--- config.mk ---
export PLATFORM = sky130hd
export DESIGN_NAME = sfcs_top
export DESIGN_NICKNAME = d
export VERILOG_FILES = /design/src/core/sfcs_pkg.sv /design/src/core/sfcs_fifo.sv /design/src/core/sfcs_top.sv
export SDC_FILE = /design/constraint.sdc
export NUM_CORES = 1
export LEC_CHECK = 0
export ABC_CLOCK_PERIOD_IN_PS = 2600
export BUFFER_PORTS_ARGS = -buffer_cell sky130_fd_sc_hd__buf_2
export CAP_MARGIN = 25
export CORE_MARGIN = 10
export CORE_UTILIZATION = 25
export CTS_CLUSTER_DIAMETER = 30
export CTS_CLUSTER_SIZE = 20
export DETAILED_ROUTE_END_ITERATION = 16
export GPL_TIMING_DRIVEN = 0
export HOLD_SLACK_MARGIN = 0.1
export PLACE_DENSITY = 0.46
export SLEW_MARGIN = 20
export SYNTH_ARGS = -nofsm -noshare
export SYNTH_HDL_FRONTEND = slang
export SYNTH_SLANG_ARGS = --single-unit
--- constraint.sdc ---
create_clock -name pclk -period 2.6 [get_ports pclk]
set_input_delay 0.13 -clock pclk [delete_from_list [all_inputs] [get_ports pclk]]
set_output_delay 0.13 -clock pclk [all_outputs]
set_load 0.01 [all_outputs]
--- src/core/sfcs_pkg.sv ---
/*
 * Shared constants and carrier types of the SPI FIFO control and status block.
 * Assumes a 32-bit APB slave with byte addresses and one aligned word per register.
 */
package sfcs_pkg;

   // ------------------------------------------------------------------
   // Register map
   // ------------------------------------------------------------------
   localparam int ADDR_W = 8;
   localparam logic [7:0] ADDR_RX_DATA = 8'h10;
   localparam logic [7:0] ADDR_TX_DATA = 8'h20;
   localparam logic [7:0] ADDR_FIFO_CTL = 8'h40;
   localparam logic [7:0] ADDR_FIFO_STS = 8'h44;
   localparam logic [7:0] ADDR_EVT_STS = 8'h48;
   localparam logic [7:0] ADDR_EVT_CLR = 8'h4c;
   localparam logic [7:0] ADDR_EVT_EN = 8'h50;

   localparam logic [31:0] FIFO_CTL_RESET = 32'h2200_0000;
   localparam logic [31:0] FIFO_STS_RESET = 32'h0500_0000;

   // ------------------------------------------------------------------
   // Field positions of the control word
   // ------------------------------------------------------------------
   localparam int CTL_TX_MARK_LSB = 28;
   localparam int CTL_RX_MARK_LSB = 24;
   localparam int CTL_IDLE_EN = 21;
   localparam int CTL_OV_EN = 6;
   localparam int CTL_TX_EN = 3;
   localparam int CTL_RX_EN = 2;
   localparam int CTL_TX_FLUSH = 1;
   localparam int CTL_RX_FLUSH = 0;

   // ------------------------------------------------------------------
   // Field positions of the status word, shared by the event registers
   // ------------------------------------------------------------------
   localparam int STS_TX_CNT_LSB = 28;
   localparam int STS_TX_FULL = 27;
   localparam int STS_TX_EMPTY = 26;
   localparam int STS_RX_FULL = 25;
   localparam int STS_RX_EMPTY = 24;
   localparam int STS_IDLE = 20;
   localparam int STS_UNIT_DONE = 16;
   localparam int STS_RX_CNT_LSB = 12;
   localparam int STS_TARGET_START = 11;
   localparam int STS_TX_MARK = 4;
   localparam int STS_OVERFLOW = 2;
   localparam int STS_RX_MARK = 0;
   localparam logic [31:0] EVT_MASK = 32'h0011_0804;

   // ------------------------------------------------------------------
   // Receive idle limits
   // ------------------------------------------------------------------
   localparam int IDLE_CNT_W = 10;
   localparam logic [IDLE_CNT_W-1:0] IDLE_MASTER_SCLK = 10'd64;
   localparam logic [IDLE_CNT_W-1:0] IDLE_SLAVE_PCLK = 10'd576;

   // ------------------------------------------------------------------
   // Carrier types
   // ------------------------------------------------------------------
   typedef struct packed {
      logic [1:0] tx_mark;
      logic [1:0] rx_mark;
      logic recv_idle_irq_enable;
      logic recv_overflow_irq_enable;
      logic xmit_mark_irq_enable;
      logic recv_mark_irq_enable;
   } sfcs_ctl_t;

   typedef struct packed {
      logic tx_full;
      logic tx_empty;
      logic rx_full;
      logic rx_empty;
      logic unit_done;
      logic target_start_flag;
   } sfcs_mirror_t;

endpackage

--- src/core/sfcs_fifo.sv ---
/*
 * Flip-flop queue with fill count and one-cycle flush.
 * Assumes DEPTH is a power of two; pushes when full and pops when empty are ignored.
 */
`timescale 1ns/100ps
`default_nettype none
module sfcs_fifo #(
   parameter int W = 32,
   parameter int DEPTH = 4
) (
   input wire logic pclk,
   input wire logic presetn,
   input wire logic flush,
   input wire logic push,
   input wire logic [W-1:0] push_data,
   input wire logic pop,
   output logic [W-1:0] head,
   output logic [$clog2(DEPTH+1)-1:0] count,
   output logic full,
   output logic empty
);
   localparam int PW = $clog2(DEPTH);
   localparam int CW = $clog2(DEPTH+1);

   logic [W-1:0] mem [DEPTH];
   logic [PW-1:0] wr_ptr_reg;
   logic [PW-1:0] rd_ptr_reg;
   logic [CW-1:0] count_reg;
   logic do_push;
   logic do_pop;

   assign full = (count_reg == CW'(DEPTH));
   assign empty = (count_reg == '0);
   assign do_push = push & ~full & ~flush;
   assign do_pop = pop & ~empty & ~flush;
   assign head = mem[rd_ptr_reg];
   assign count = count_reg;

   // ------------------------------------------------------------------
   // Storage
   // ------------------------------------------------------------------
   for (genvar i = 0; i < DEPTH; i++) begin : g_entry
      always_ff @(posedge pclk or negedge presetn) begin
         if (!presetn) begin
            mem[i] <= '0;
         end else if (do_push && wr_ptr_reg == PW'(i)) begin
            mem[i] <= push_data;
         end
      end
   end

   // ------------------------------------------------------------------
   // Pointers and count
   // ------------------------------------------------------------------
   always_ff @(posedge pclk or negedge presetn) begin
      if (!presetn) begin
         wr_ptr_reg <= '0;
         rd_ptr_reg <= '0;
         count_reg <= '0;
      end else if (flush) begin
         wr_ptr_reg <= '0;
         rd_ptr_reg <= '0;
         count_reg <= '0;
      end else begin
         wr_ptr_reg <= do_push ? PW'(wr_ptr_reg + 1'b1) : wr_ptr_reg;
         rd_ptr_reg <= do_pop ? PW'(rd_ptr_reg + 1'b1) : rd_ptr_reg;
         count_reg <= CW'(count_reg + CW'(do_push) - CW'(do_pop));
      end
   end

endmodule
`default_nettype wire

--- src/core/sfcs_top.sv ---
/*
 * FIFO control and status of an SPI controller: queues, marks, flush, idle time-out,
 * overflow, unit-done and target-start flags, APB registers and interrupt output.
 * Assumes the shift engine runs on pclk and strobes its events for one cycle, and that
 * the serial clock pin arrives asynchronously and is far slower than pclk.
 */
// Added by the designer: register access over APB.
`timescale 1ns/100ps
`default_nettype none
module sfcs_top #(
   parameter int DATA_W = 32,
   parameter int DEPTH = 4
) (
   input wire logic pclk,
   input wire logic presetn,
   input wire logic [sfcs_pkg::ADDR_W-1:0] paddr,
   input wire logic psel,
   input wire logic penable,
   input wire logic pwrite,
   input wire logic [31:0] pwdata,
   output logic [31:0] prdata,
   output logic pready,
   output logic pslverr,
   output logic irq,
   input wire logic master_mode,
   input wire logic sclk_pin,
   output logic [DATA_W-1:0] eng_tx_data,
   output logic eng_tx_valid,
   input wire logic eng_tx_pop,
   input wire logic [DATA_W-1:0] eng_rx_data,
   input wire logic eng_rx_push,
   input wire logic eng_unit_done,
   input wire logic eng_three_wire_start,
   input wire logic eng_xfer_done,
   input wire logic mirror_unit_done_clr,
   input wire logic mirror_target_start_clr,
   output sfcs_pkg::sfcs_mirror_t mirror_out
);
   localparam int CW = $clog2(DEPTH+1);

   // ------------------------------------------------------------------
   // APB decode
   // ------------------------------------------------------------------
   logic ack_reg;
   logic err_reg;
   logic [31:0] prdata_reg;
   logic access;
   logic fire;
   logic wr_fire;
   logic rd_fire;
   logic sel_rx;
   logic sel_tx;
   logic sel_ctl;
   logic sel_sts;
   logic sel_evt;
   logic sel_clr;
   logic sel_en;
   logic mapped;
   logic [31:0] rd_word;

   assign access = psel & penable;
   assign fire = access & ack_reg;
   assign wr_fire = fire & pwrite & ~err_reg;
   assign rd_fire = fire & ~pwrite & ~err_reg;
   assign sel_rx = (paddr == sfcs_pkg::ADDR_RX_DATA);
   assign sel_tx = (paddr == sfcs_pkg::ADDR_TX_DATA);
   assign sel_ctl = (paddr == sfcs_pkg::ADDR_FIFO_CTL);
   assign sel_sts = (paddr == sfcs_pkg::ADDR_FIFO_STS);
   assign sel_evt = (paddr == sfcs_pkg::ADDR_EVT_STS);
   assign sel_clr = (paddr == sfcs_pkg::ADDR_EVT_CLR);
   assign sel_en = (paddr == sfcs_pkg::ADDR_EVT_EN);
   // Data registers are one-way: reading transmit data or writing receive data is refused.
   assign mapped = (sel_rx & ~pwrite) | (sel_tx & pwrite) | sel_ctl | sel_sts | sel_evt
                   | (sel_clr & pwrite) | sel_en;
   assign pready = ack_reg;
   assign pslverr = ack_reg & err_reg;
   assign prdata = prdata_reg;

   // One wait state lets read data be taken from a flip-flop.
   always_ff @(posedge pclk or negedge presetn) begin
      if (!presetn) begin
         ack_reg <= 1'b0;
         err_reg <= 1'b0;
         prdata_reg <= '0;
      end else begin
         ack_reg <= access & ~ack_reg;
         err_reg <= access & ~ack_reg & ~mapped;
         if (access && !ack_reg) begin
            prdata_reg <= (mapped && !pwrite) ? rd_word : '0;
         end
      end
   end

   // ------------------------------------------------------------------
   // Control register
   // ------------------------------------------------------------------
   sfcs_pkg::sfcs_ctl_t ctl_reg;
   sfcs_pkg::sfcs_ctl_t ctl_next;
   logic xmit_flush_reg;
   logic recv_flush_reg;
   logic ctl_wr;

   assign ctl_wr = wr_fire & sel_ctl;

   always_comb begin
      ctl_next = ctl_reg;
      if (ctl_wr) begin
         ctl_next.tx_mark = pwdata[sfcs_pkg::CTL_TX_MARK_LSB +: 2];
         ctl_next.rx_mark = pwdata[sfcs_pkg::CTL_RX_MARK_LSB +: 2];
         ctl_next.recv_idle_irq_enable = pwdata[sfcs_pkg::CTL_IDLE_EN];
         ctl_next.recv_overflow_irq_enable = pwdata[sfcs_pkg::CTL_OV_EN];
         ctl_next.xmit_mark_irq_enable = pwdata[sfcs_pkg::CTL_TX_EN];
         ctl_next.recv_mark_irq_enable = pwdata[sfcs_pkg::CTL_RX_EN];
      end
   end

   always_ff @(posedge pclk or negedge presetn) begin
      if (!presetn) begin
         ctl_reg <= '{tx_mark: sfcs_pkg::FIFO_CTL_RESET[sfcs_pkg::CTL_TX_MARK_LSB +: 2],
                      rx_mark: sfcs_pkg::FIFO_CTL_RESET[sfcs_pkg::CTL_RX_MARK_LSB +: 2],
                      default: 1'b0};
         xmit_flush_reg <= 1'b0;
         recv_flush_reg <= 1'b0;
      end else begin
         ctl_reg <= ctl_next;
         // Flush bits live one cycle: set by a written one, dropped on the next cycle.
         xmit_flush_reg <= ctl_wr & pwdata[sfcs_pkg::CTL_TX_FLUSH];
         recv_flush_reg <= ctl_wr & pwdata[sfcs_pkg::CTL_RX_FLUSH];
      end
   end

   // ------------------------------------------------------------------
   // Queues
   // ------------------------------------------------------------------
   logic [CW-1:0] tx_cnt;
   logic [CW-1:0] rx_cnt;
   logic tx_full;
   logic tx_empty;
   logic rx_full;
   logic rx_empty;
   logic [DATA_W-1:0] rx_head;
   logic rx_pop;

   assign rx_pop = rd_fire & sel_rx & ~rx_empty;
   assign eng_tx_valid = ~tx_empty;

   sfcs_fifo #(.W(DATA_W), .DEPTH(DEPTH)) u_tx_fifo (
      .pclk(pclk),
      .presetn(presetn),
      .flush(xmit_flush_reg),
      .push(wr_fire & sel_tx),
      .push_data(pwdata[DATA_W-1:0]),
      .pop(eng_tx_pop),
      .head(eng_tx_data),
      .count(tx_cnt),
      .full(tx_full),
      .empty(tx_empty)
   );

   // A push into a full queue is refused inside the queue, so the word is lost.
   sfcs_fifo #(.W(DATA_W), .DEPTH(DEPTH)) u_rx_fifo (
      .pclk(pclk),
      .presetn(presetn),
      .flush(recv_flush_reg),
      .push(eng_rx_push),
      .push_data(eng_rx_data),
      .pop(rx_pop),
      .head(rx_head),
      .count(rx_cnt),
      .full(rx_full),
      .empty(rx_empty)
   );

   // ------------------------------------------------------------------
   // Fill marks
   // ------------------------------------------------------------------
   logic xmit_below_mark_flag;
   logic recv_above_mark_flag;

   assign xmit_below_mark_flag = (4'(tx_cnt) <= 4'(ctl_reg.tx_mark));
   assign recv_above_mark_flag = (4'(rx_cnt) > 4'(ctl_reg.rx_mark));

   // ------------------------------------------------------------------
   // Serial clock sampling
   // ------------------------------------------------------------------
   logic sclk_s1_reg;
   logic sclk_s2_reg;
   logic sclk_s3_reg;
   logic sclk_rise;

   always_ff @(posedge pclk or negedge presetn) begin
      if (!presetn) begin
         sclk_s1_reg <= 1'b0;
         sclk_s2_reg <= 1'b0;
         sclk_s3_reg <= 1'b0;
      end else begin
         sclk_s1_reg <= sclk_pin;
         sclk_s2_reg <= sclk_s1_reg;
         sclk_s3_reg <= sclk_s2_reg;
      end
   end

   assign sclk_rise = sclk_s2_reg & ~sclk_s3_reg;

   // ------------------------------------------------------------------
   // Receive idle time-out
   // ------------------------------------------------------------------
   logic [sfcs_pkg::IDLE_CNT_W-1:0] idle_cnt_reg;
   logic [sfcs_pkg::IDLE_CNT_W-1:0] idle_cnt_next;
   logic [sfcs_pkg::IDLE_CNT_W-1:0] idle_limit;
   logic idle_tick;
   logic idle_restart;
   logic idle_set;

   // In master mode the count runs on serial clock periods, which stop between frames.
   assign idle_limit = master_mode ? sfcs_pkg::IDLE_MASTER_SCLK : sfcs_pkg::IDLE_SLAVE_PCLK;
   assign idle_tick = master_mode ? sclk_rise : 1'b1;
   assign idle_restart = rx_empty | rx_pop | recv_flush_reg;
   assign idle_set = idle_tick & ~idle_restart & (idle_cnt_reg == idle_limit);
   assign idle_cnt_next = idle_restart ? '0
                        : (idle_tick && idle_cnt_reg <= idle_limit)
                          ? sfcs_pkg::IDLE_CNT_W'(idle_cnt_reg + 1'b1) : idle_cnt_reg;

   always_ff @(posedge pclk or negedge presetn) begin
      if (!presetn) begin
         idle_cnt_reg <= '0;
      end else begin
         idle_cnt_reg <= idle_cnt_next;
      end
   end

   // ------------------------------------------------------------------
   // Sticky flags
   // ------------------------------------------------------------------
   logic idle_flag_reg;
   logic overflow_flag_reg;
   logic unit_done_reg;
   logic target_start_flag_reg;
   logic sts_wr;
   logic overflow_set;

   assign sts_wr = wr_fire & sel_sts;
   assign overflow_set = eng_rx_push & rx_full;

   // Every set below wins over a clear arriving in the same cycle, except that a receive pop blocks the idle set.
   always_ff @(posedge pclk or negedge presetn) begin
      if (!presetn) begin
         idle_flag_reg <= 1'b0;
         overflow_flag_reg <= 1'b0;
         unit_done_reg <= 1'b0;
         target_start_flag_reg <= 1'b0;
      end else begin
         idle_flag_reg <= idle_set
            | (idle_flag_reg & ~rx_pop & ~(sts_wr & pwdata[sfcs_pkg::STS_IDLE]));
         overflow_flag_reg <= overflow_set
            | (overflow_flag_reg & ~(sts_wr & pwdata[sfcs_pkg::STS_OVERFLOW]));
         unit_done_reg <= eng_unit_done
            | (unit_done_reg & ~mirror_unit_done_clr
               & ~(sts_wr & pwdata[sfcs_pkg::STS_UNIT_DONE]));
         target_start_flag_reg <= eng_three_wire_start
            | (target_start_flag_reg & ~eng_xfer_done & ~mirror_target_start_clr
               & ~(sts_wr & pwdata[sfcs_pkg::STS_TARGET_START]));
      end
   end

   assign mirror_out = '{tx_full: tx_full, tx_empty: tx_empty,
                         rx_full: rx_full, rx_empty: rx_empty,
                         unit_done: unit_done_reg,
                         target_start_flag: target_start_flag_reg};

   // ------------------------------------------------------------------
   // Event capture for the interrupt registers
   // ------------------------------------------------------------------
   logic [31:0] evt_sts_reg;
   logic [31:0] evt_en_reg;
   logic [31:0] evt_set;
   logic [31:0] evt_clr;

   always_comb begin
      evt_set = '0;
      evt_set[sfcs_pkg::STS_IDLE] = idle_set;
      evt_set[sfcs_pkg::STS_UNIT_DONE] = eng_unit_done;
      evt_set[sfcs_pkg::STS_TARGET_START] = eng_three_wire_start;
      evt_set[sfcs_pkg::STS_OVERFLOW] = overflow_set;
   end

   assign evt_clr = (wr_fire & sel_clr) ? pwdata : '0;

   always_ff @(posedge pclk or negedge presetn) begin
      if (!presetn) begin
         evt_sts_reg <= '0;
         evt_en_reg <= '0;
      end else begin
         evt_sts_reg <= (evt_set | (evt_sts_reg & ~evt_clr)) & sfcs_pkg::EVT_MASK;
         if (wr_fire && sel_en) begin
            evt_en_reg <= pwdata & sfcs_pkg::EVT_MASK;
         end
      end
   end

   // ------------------------------------------------------------------
   // Interrupt request
   // ------------------------------------------------------------------
   logic irq_mark;
   logic irq_err;
   logic irq_evt;

   assign irq_mark = (ctl_reg.xmit_mark_irq_enable & xmit_below_mark_flag)
                   | (ctl_reg.recv_mark_irq_enable & recv_above_mark_flag);
   assign irq_err = (ctl_reg.recv_idle_irq_enable & idle_flag_reg)
                  | (ctl_reg.recv_overflow_irq_enable & overflow_flag_reg);
   assign irq_evt = |(evt_sts_reg & evt_en_reg);
   assign irq = irq_mark | irq_err | irq_evt;

   // ------------------------------------------------------------------
   // Read words
   // ------------------------------------------------------------------
   logic [31:0] ctl_word;
   logic [31:0] sts_word;

   always_comb begin
      ctl_word = '0;
      ctl_word[sfcs_pkg::CTL_TX_MARK_LSB +: 2] = ctl_reg.tx_mark;
      ctl_word[sfcs_pkg::CTL_RX_MARK_LSB +: 2] = ctl_reg.rx_mark;
      ctl_word[sfcs_pkg::CTL_IDLE_EN] = ctl_reg.recv_idle_irq_enable;
      ctl_word[sfcs_pkg::CTL_OV_EN] = ctl_reg.recv_overflow_irq_enable;
      ctl_word[sfcs_pkg::CTL_TX_EN] = ctl_reg.xmit_mark_irq_enable;
      ctl_word[sfcs_pkg::CTL_RX_EN] = ctl_reg.recv_mark_irq_enable;
      ctl_word[sfcs_pkg::CTL_TX_FLUSH] = xmit_flush_reg;
      ctl_word[sfcs_pkg::CTL_RX_FLUSH] = recv_flush_reg;
   end

   always_comb begin
      sts_word = '0;
      sts_word[sfcs_pkg::STS_TX_CNT_LSB +: 4] = 4'(tx_cnt);
      sts_word[sfcs_pkg::STS_TX_FULL] = tx_full;
      sts_word[sfcs_pkg::STS_TX_EMPTY] = tx_empty;
      sts_word[sfcs_pkg::STS_RX_FULL] = rx_full;
      sts_word[sfcs_pkg::STS_RX_EMPTY] = rx_empty;
      sts_word[sfcs_pkg::STS_IDLE] = idle_flag_reg;
      sts_word[sfcs_pkg::STS_UNIT_DONE] = unit_done_reg;
      sts_word[sfcs_pkg::STS_RX_CNT_LSB +: 4] = 4'(rx_cnt);
      sts_word[sfcs_pkg::STS_TARGET_START] = target_start_flag_reg;
      sts_word[sfcs_pkg::STS_TX_MARK] = xmit_below_mark_flag;
      sts_word[sfcs_pkg::STS_OVERFLOW] = overflow_flag_reg;
      sts_word[sfcs_pkg::STS_RX_MARK] = recv_above_mark_flag;
   end

   assign rd_word = sel_rx ? 32'(rx_head)
                  : sel_ctl ? ctl_word
                  : sel_sts ? sts_word
                  : sel_evt ? evt_sts_reg
                  : sel_en ? evt_en_reg
                  : '0;

endmodule
`default_nettype wire

==> results_tabular.tex <==
\begin{tabular}{lr}
\hline
Metric & Value \\
\hline
\multicolumn{2}{l}{\textbf{Logic synthesis}} \\
Cell accounting for the most synthesized area & sky130\_fd\_sc\_hd\_\_dfrtp\_1 \\
Async SR Flop Fraction & 100\% \\
Cell Area, Synth & 15400 um2 \\
Top cells by instance count after synthesis & 337 x sky130\_fd\_sc\_hd\_\_dfrtp\_1, 259 x sky130\_fd\_sc\_hd\_\_mux2\_2, 64 x sky130\_fd\_sc\_hd\_\_mux4\_2, 38 x sky130\_fd\_sc\_hd\_\_nand2\_1, 29 x sky130\_fd\_sc\_hd\_\_buf\_2 \\
Top FF cell, synth & sky130\_fd\_sc\_hd\_\_dfrtp\_1 \\
Synth top area share & 54.6\% \\
Average instance area after synthesis & about 15 um2 \\
Synth cell types & 65 \\
Most frequently used cell type in the post-synthesis netlist & sky130\_fd\_sc\_hd\_\_dfrtp\_1 \\
Cells taking the most area after synthesis & sky130\_fd\_sc\_hd\_\_dfrtp\_1 55\%, sky130\_fd\_sc\_hd\_\_mux2\_2 19\%, sky130\_fd\_sc\_hd\_\_mux4\_2 9.3\%, sky130\_fd\_sc\_hd\_\_ha\_1 1.5\%, sky130\_fd\_sc\_hd\_\_buf\_2 0.94\% \\
Part of the Yosys area used for sequential elements & 54.9\% \\
Count of flip-flops with a built-in enable after synthesis & 0 \\
Mapped Nets & 1169 \\
Seq cells post-synth & 339 \\
Number of warning messages in the yosys log & 0 \\
Post-synthesis instance total & 1062 \\
\multicolumn{2}{l}{\textbf{Clock network}} \\
H-tree levels & 3 \\
TritonCTS Buffers & 89 \\
Num Clock Sinks & 339 \\
Clk\_lat worst skew & 0.62 ns \\
Buffers from clock root to sink, at most & 3 \\
CTS tree & built \\
Clock transition time at the flip-flop clock pins of the worst setup and hold paths & roughly 0.050 ns \\
Cell at the root of the clock tree & sky130\_fd\_sc\_hd\_\_clkbuf\_16 \\
\multicolumn{2}{l}{\textbf{Timing}} \\
Setup Skew & 0.0270 ns \\
Final setup fails & 1 \\
RSZ-0062 raised after global routing & yes \\
Slew Limit Fails & 0 \\
Final period demand of the worst path & 2.67 ns \\
Max Clock Freq & 375 MHz \\
Slew Limit Headroom & 37.3\% \\
Post-route setup TNS & -0.0651 ns \\
Slew of the pin with the lowest slew margin & 0.931 ns \\
Final Hold Viols & 0 \\
Setup WS post-layout & -0.0651 ns \\
Worst-case hold slack & 0.139 ns \\
Fin crit share & 103\% \\
\multicolumn{2}{l}{\textbf{Finish}} \\
Area of all placed cells without fillers & about 22000 um2 \\
Total area of multi-input combinational cells & 6580 um2 \\
Synth-to-layout area growth & 39.5\% \\
Sequential cell area in the final layout & 8490 um2 \\
Ratio of cells with drive above 1 in the final layout & between 40\% and 50\% \\
Number of standard cells in the final layout excluding fillers & 2281 \\
Filler cell count in the final layout & 6016 \\
Fin util & 35.1\% \\
NumNets Final & $\sim$1500 \\
\multicolumn{2}{l}{\textbf{Global routing}} \\
GRT Overall Usage & 12.8\% \\
Vias in the first global route & 11500 \\
Remaining Overflow, GRT & 0 \\
Global-route wire length before repair & 70.0 mm \\
Number of antenna violations at the first check in global routing & 7 \\
Maximum number of pins on one net before global-route repair & 94 \\
\multicolumn{2}{l}{\textbf{Drt}} \\
Total Wirelength & around 46 mm \\
Drc violations & 0 \\
Detailed-router iteration count before antenna repair & 6 \\
Average wire per standard cell & 20.0 um \\
DRC marker count from the first detailed-route iteration & between 500 and 600 \\
Remaining number of nets flagged by the antenna check after routing & 0 \\
Vias per Instance & around 4.6 \\
Total via count in the routed design & roughly 10000 \\
\multicolumn{2}{l}{\textbf{Pwr}} \\
Net switching component of the power & between 5 and 6 mW \\
P per Cell Area & slightly above 1000 nW/um2 \\
Fraction of power spent switching nets & 25.7\% \\
Maximum vdd ir drop & 511 uV \\
Part of the power in the clock network & just over 50\% \\
Final Total Pwr & 22.4 mW \\
Lkg Pwr & 9.92 nW \\
Share of power burned in registers & 31.9\% \\
Proportion of power drawn by combinational gates & 17.5\% \\
P\_int & 16.6 mW \\
\multicolumn{2}{l}{\textbf{Outcome}} \\
Run status & finished with violations \\
Failing checks & negative setup slack \\
\multicolumn{2}{l}{\textbf{Critical path}} \\
Endpoint kind of the worst setup timing path & register \\
Critical path class & in2reg \\
Crit path DAT & about 3.2 ns \\
Highest fanout seen on the critical path & 5 \\
Required time at the worst-slack endpoint & 3.09 ns \\
Critical Path Start Type & input port \\
\multicolumn{2}{l}{\textbf{Job}} \\
Count of maximum capacitance violations & 0 \\
\multicolumn{2}{l}{\textbf{Floorplan}} \\
Die Y-Extent & 269 um \\
Top-level port count & 160 \\
Starting density of the core & 25.1\% \\
Horiz. Die Dim & 269 um \\
Std-Cell Core Area & 61500 um2 \\
FP Rows & 91 \\
Die area & 72100 um2 \\
\multicolumn{2}{l}{\textbf{Place}} \\
Post-DP Area & 17300 um2 \\
Worst slack after detailed placement & -0.451 ns \\
HPWL after detailed placement & 31.4 mm \\
Cell Count Post-Placement & 2014 \\
Final GP Congestion & 0.810 \\
Number of buffers inserted by port buffering & 158 \\
\multicolumn{2}{l}{\textbf{Min path}} \\
Type of the tightest min-delay check & in2async \\
\hline
\end{tabular}
==> cells by family after synthesis <==
logic type      after synthesis  share of synthesized area (%)
flops                       339                           54.9
mux                         337                           29.2
compound gates              106                           4.75
buf+inv                      92                           2.83
fa+ha+maj                    21                           1.80
simple gates                160                           6.10
xor+xnor                      7                          0.397
==> layout by cell type (no fill, tap or decap), types with 20 or more instances in the layout <==
cell / n
sky130_fd_sc_hd__dfrtp_1: 335
sky130_fd_sc_hd__mux2_2: 259
sky130_fd_sc_hd__buf_2: 185
sky130_fd_sc_hd__dlygate4sd3_1: 92
sky130_fd_sc_hd__clkbuf_16: 91
sky130_fd_sc_hd__mux4_2: 64
sky130_fd_sc_hd__nand2_1: 37
sky130_fd_sc_hd__clkbuf_1: 29
sky130_fd_sc_hd__inv_1: 27
sky130_fd_sc_hd__nand3_1: 24
sky130_fd_sc_hd__buf_4: 20
==> layout make-up <==
class / count / area share [%]
Antenna cell: 5 / 0.0580
Inverter: 27 / 0.470
Timing Repair Buffer: 263 / 8.72
Sequential cell: 339 / 39.4
Multi-Input combinational cell: 631 / 30.5
Buffer: 64 / 1.66
Clock inverter: 41 / 2.80
Tap cell: 790 / 4.59
Clock buffer: 121 / 11.8
==> final timing paths <==
kind                              from            endpoint  slack [ns]  cells after the start
max                           paddr[1]  u_rx_fifo.count[2]       -0.07                     14
min                            presetn    u_tx_fifo.mem[8]        0.14                      2
max reg2reg                    err_reg  u_rx_fifo.count[2]           0                     12
min reg2reg                sclk_s1_reg         sclk_s2_reg        0.35                      0
max in group asynchronous      presetn          prdata[17]        1.20                      4
min in group pclk             paddr[4]      evt_en_reg[11]        0.15                      5
==> power by group through the flow <==
stage / registers [mW] / logic, mW / clock network, mW
floorplan: 6.94 / 2.78 / 0
global placement: 7.13 / 3.71 / 0
detailed placement: 7.19 / 3.80 / 0
CTS: 7.16 / 3.94 / 11.6
global route: 7.29 / 4.32 / 11.9
finish: 7.14 / 3.92 / 11.3
==> critical path, stage by stage <==
cell and delay, ns:
sky130_fd_sc_hd__dlygate4sd3_1 0.60, sky130_fd_sc_hd__buf_2 0.17, sky130_fd_sc_hd__nor4_4 0.39, sky130_fd_sc_hd__nand4b_1 0.29
sky130_fd_sc_hd__clkbuf_8 0.23, sky130_fd_sc_hd__nor3_2 0.11, sky130_fd_sc_hd__ha_1 0.24, sky130_fd_sc_hd__inv_1 0.06
sky130_fd_sc_hd__ha_1 0.13, sky130_fd_sc_hd__inv_1 0.06, sky130_fd_sc_hd__fa_2 0.35, sky130_fd_sc_hd__xor2_1 0.16
sky130_fd_sc_hd__xnor2_1 0.17, sky130_fd_sc_hd__nor2_1 0.05
==> repair_timing <==
item,CTS,global route
setup buffers,4,5
pin swaps,4,4
setup endpoints to repair,32,129
endpoints found under the hold margin,388,1
resized for setup,19,10
hold buffers,90,2
==> per-layer routing <==
layer | GRT usage [%] | vias to the layer above | part of all wire [%]
met3 | 4.31 | 78 | 6.7
met1 | 16.0 | 5399 | 44
li1 | - | 4740 | -
met4 | 4.22 | 6 | 2.1
met5 | 0 | - | 0.059
met2 | 20.3 | 244 | 47
Note: power is estimated with default switching activity, not from simulation.
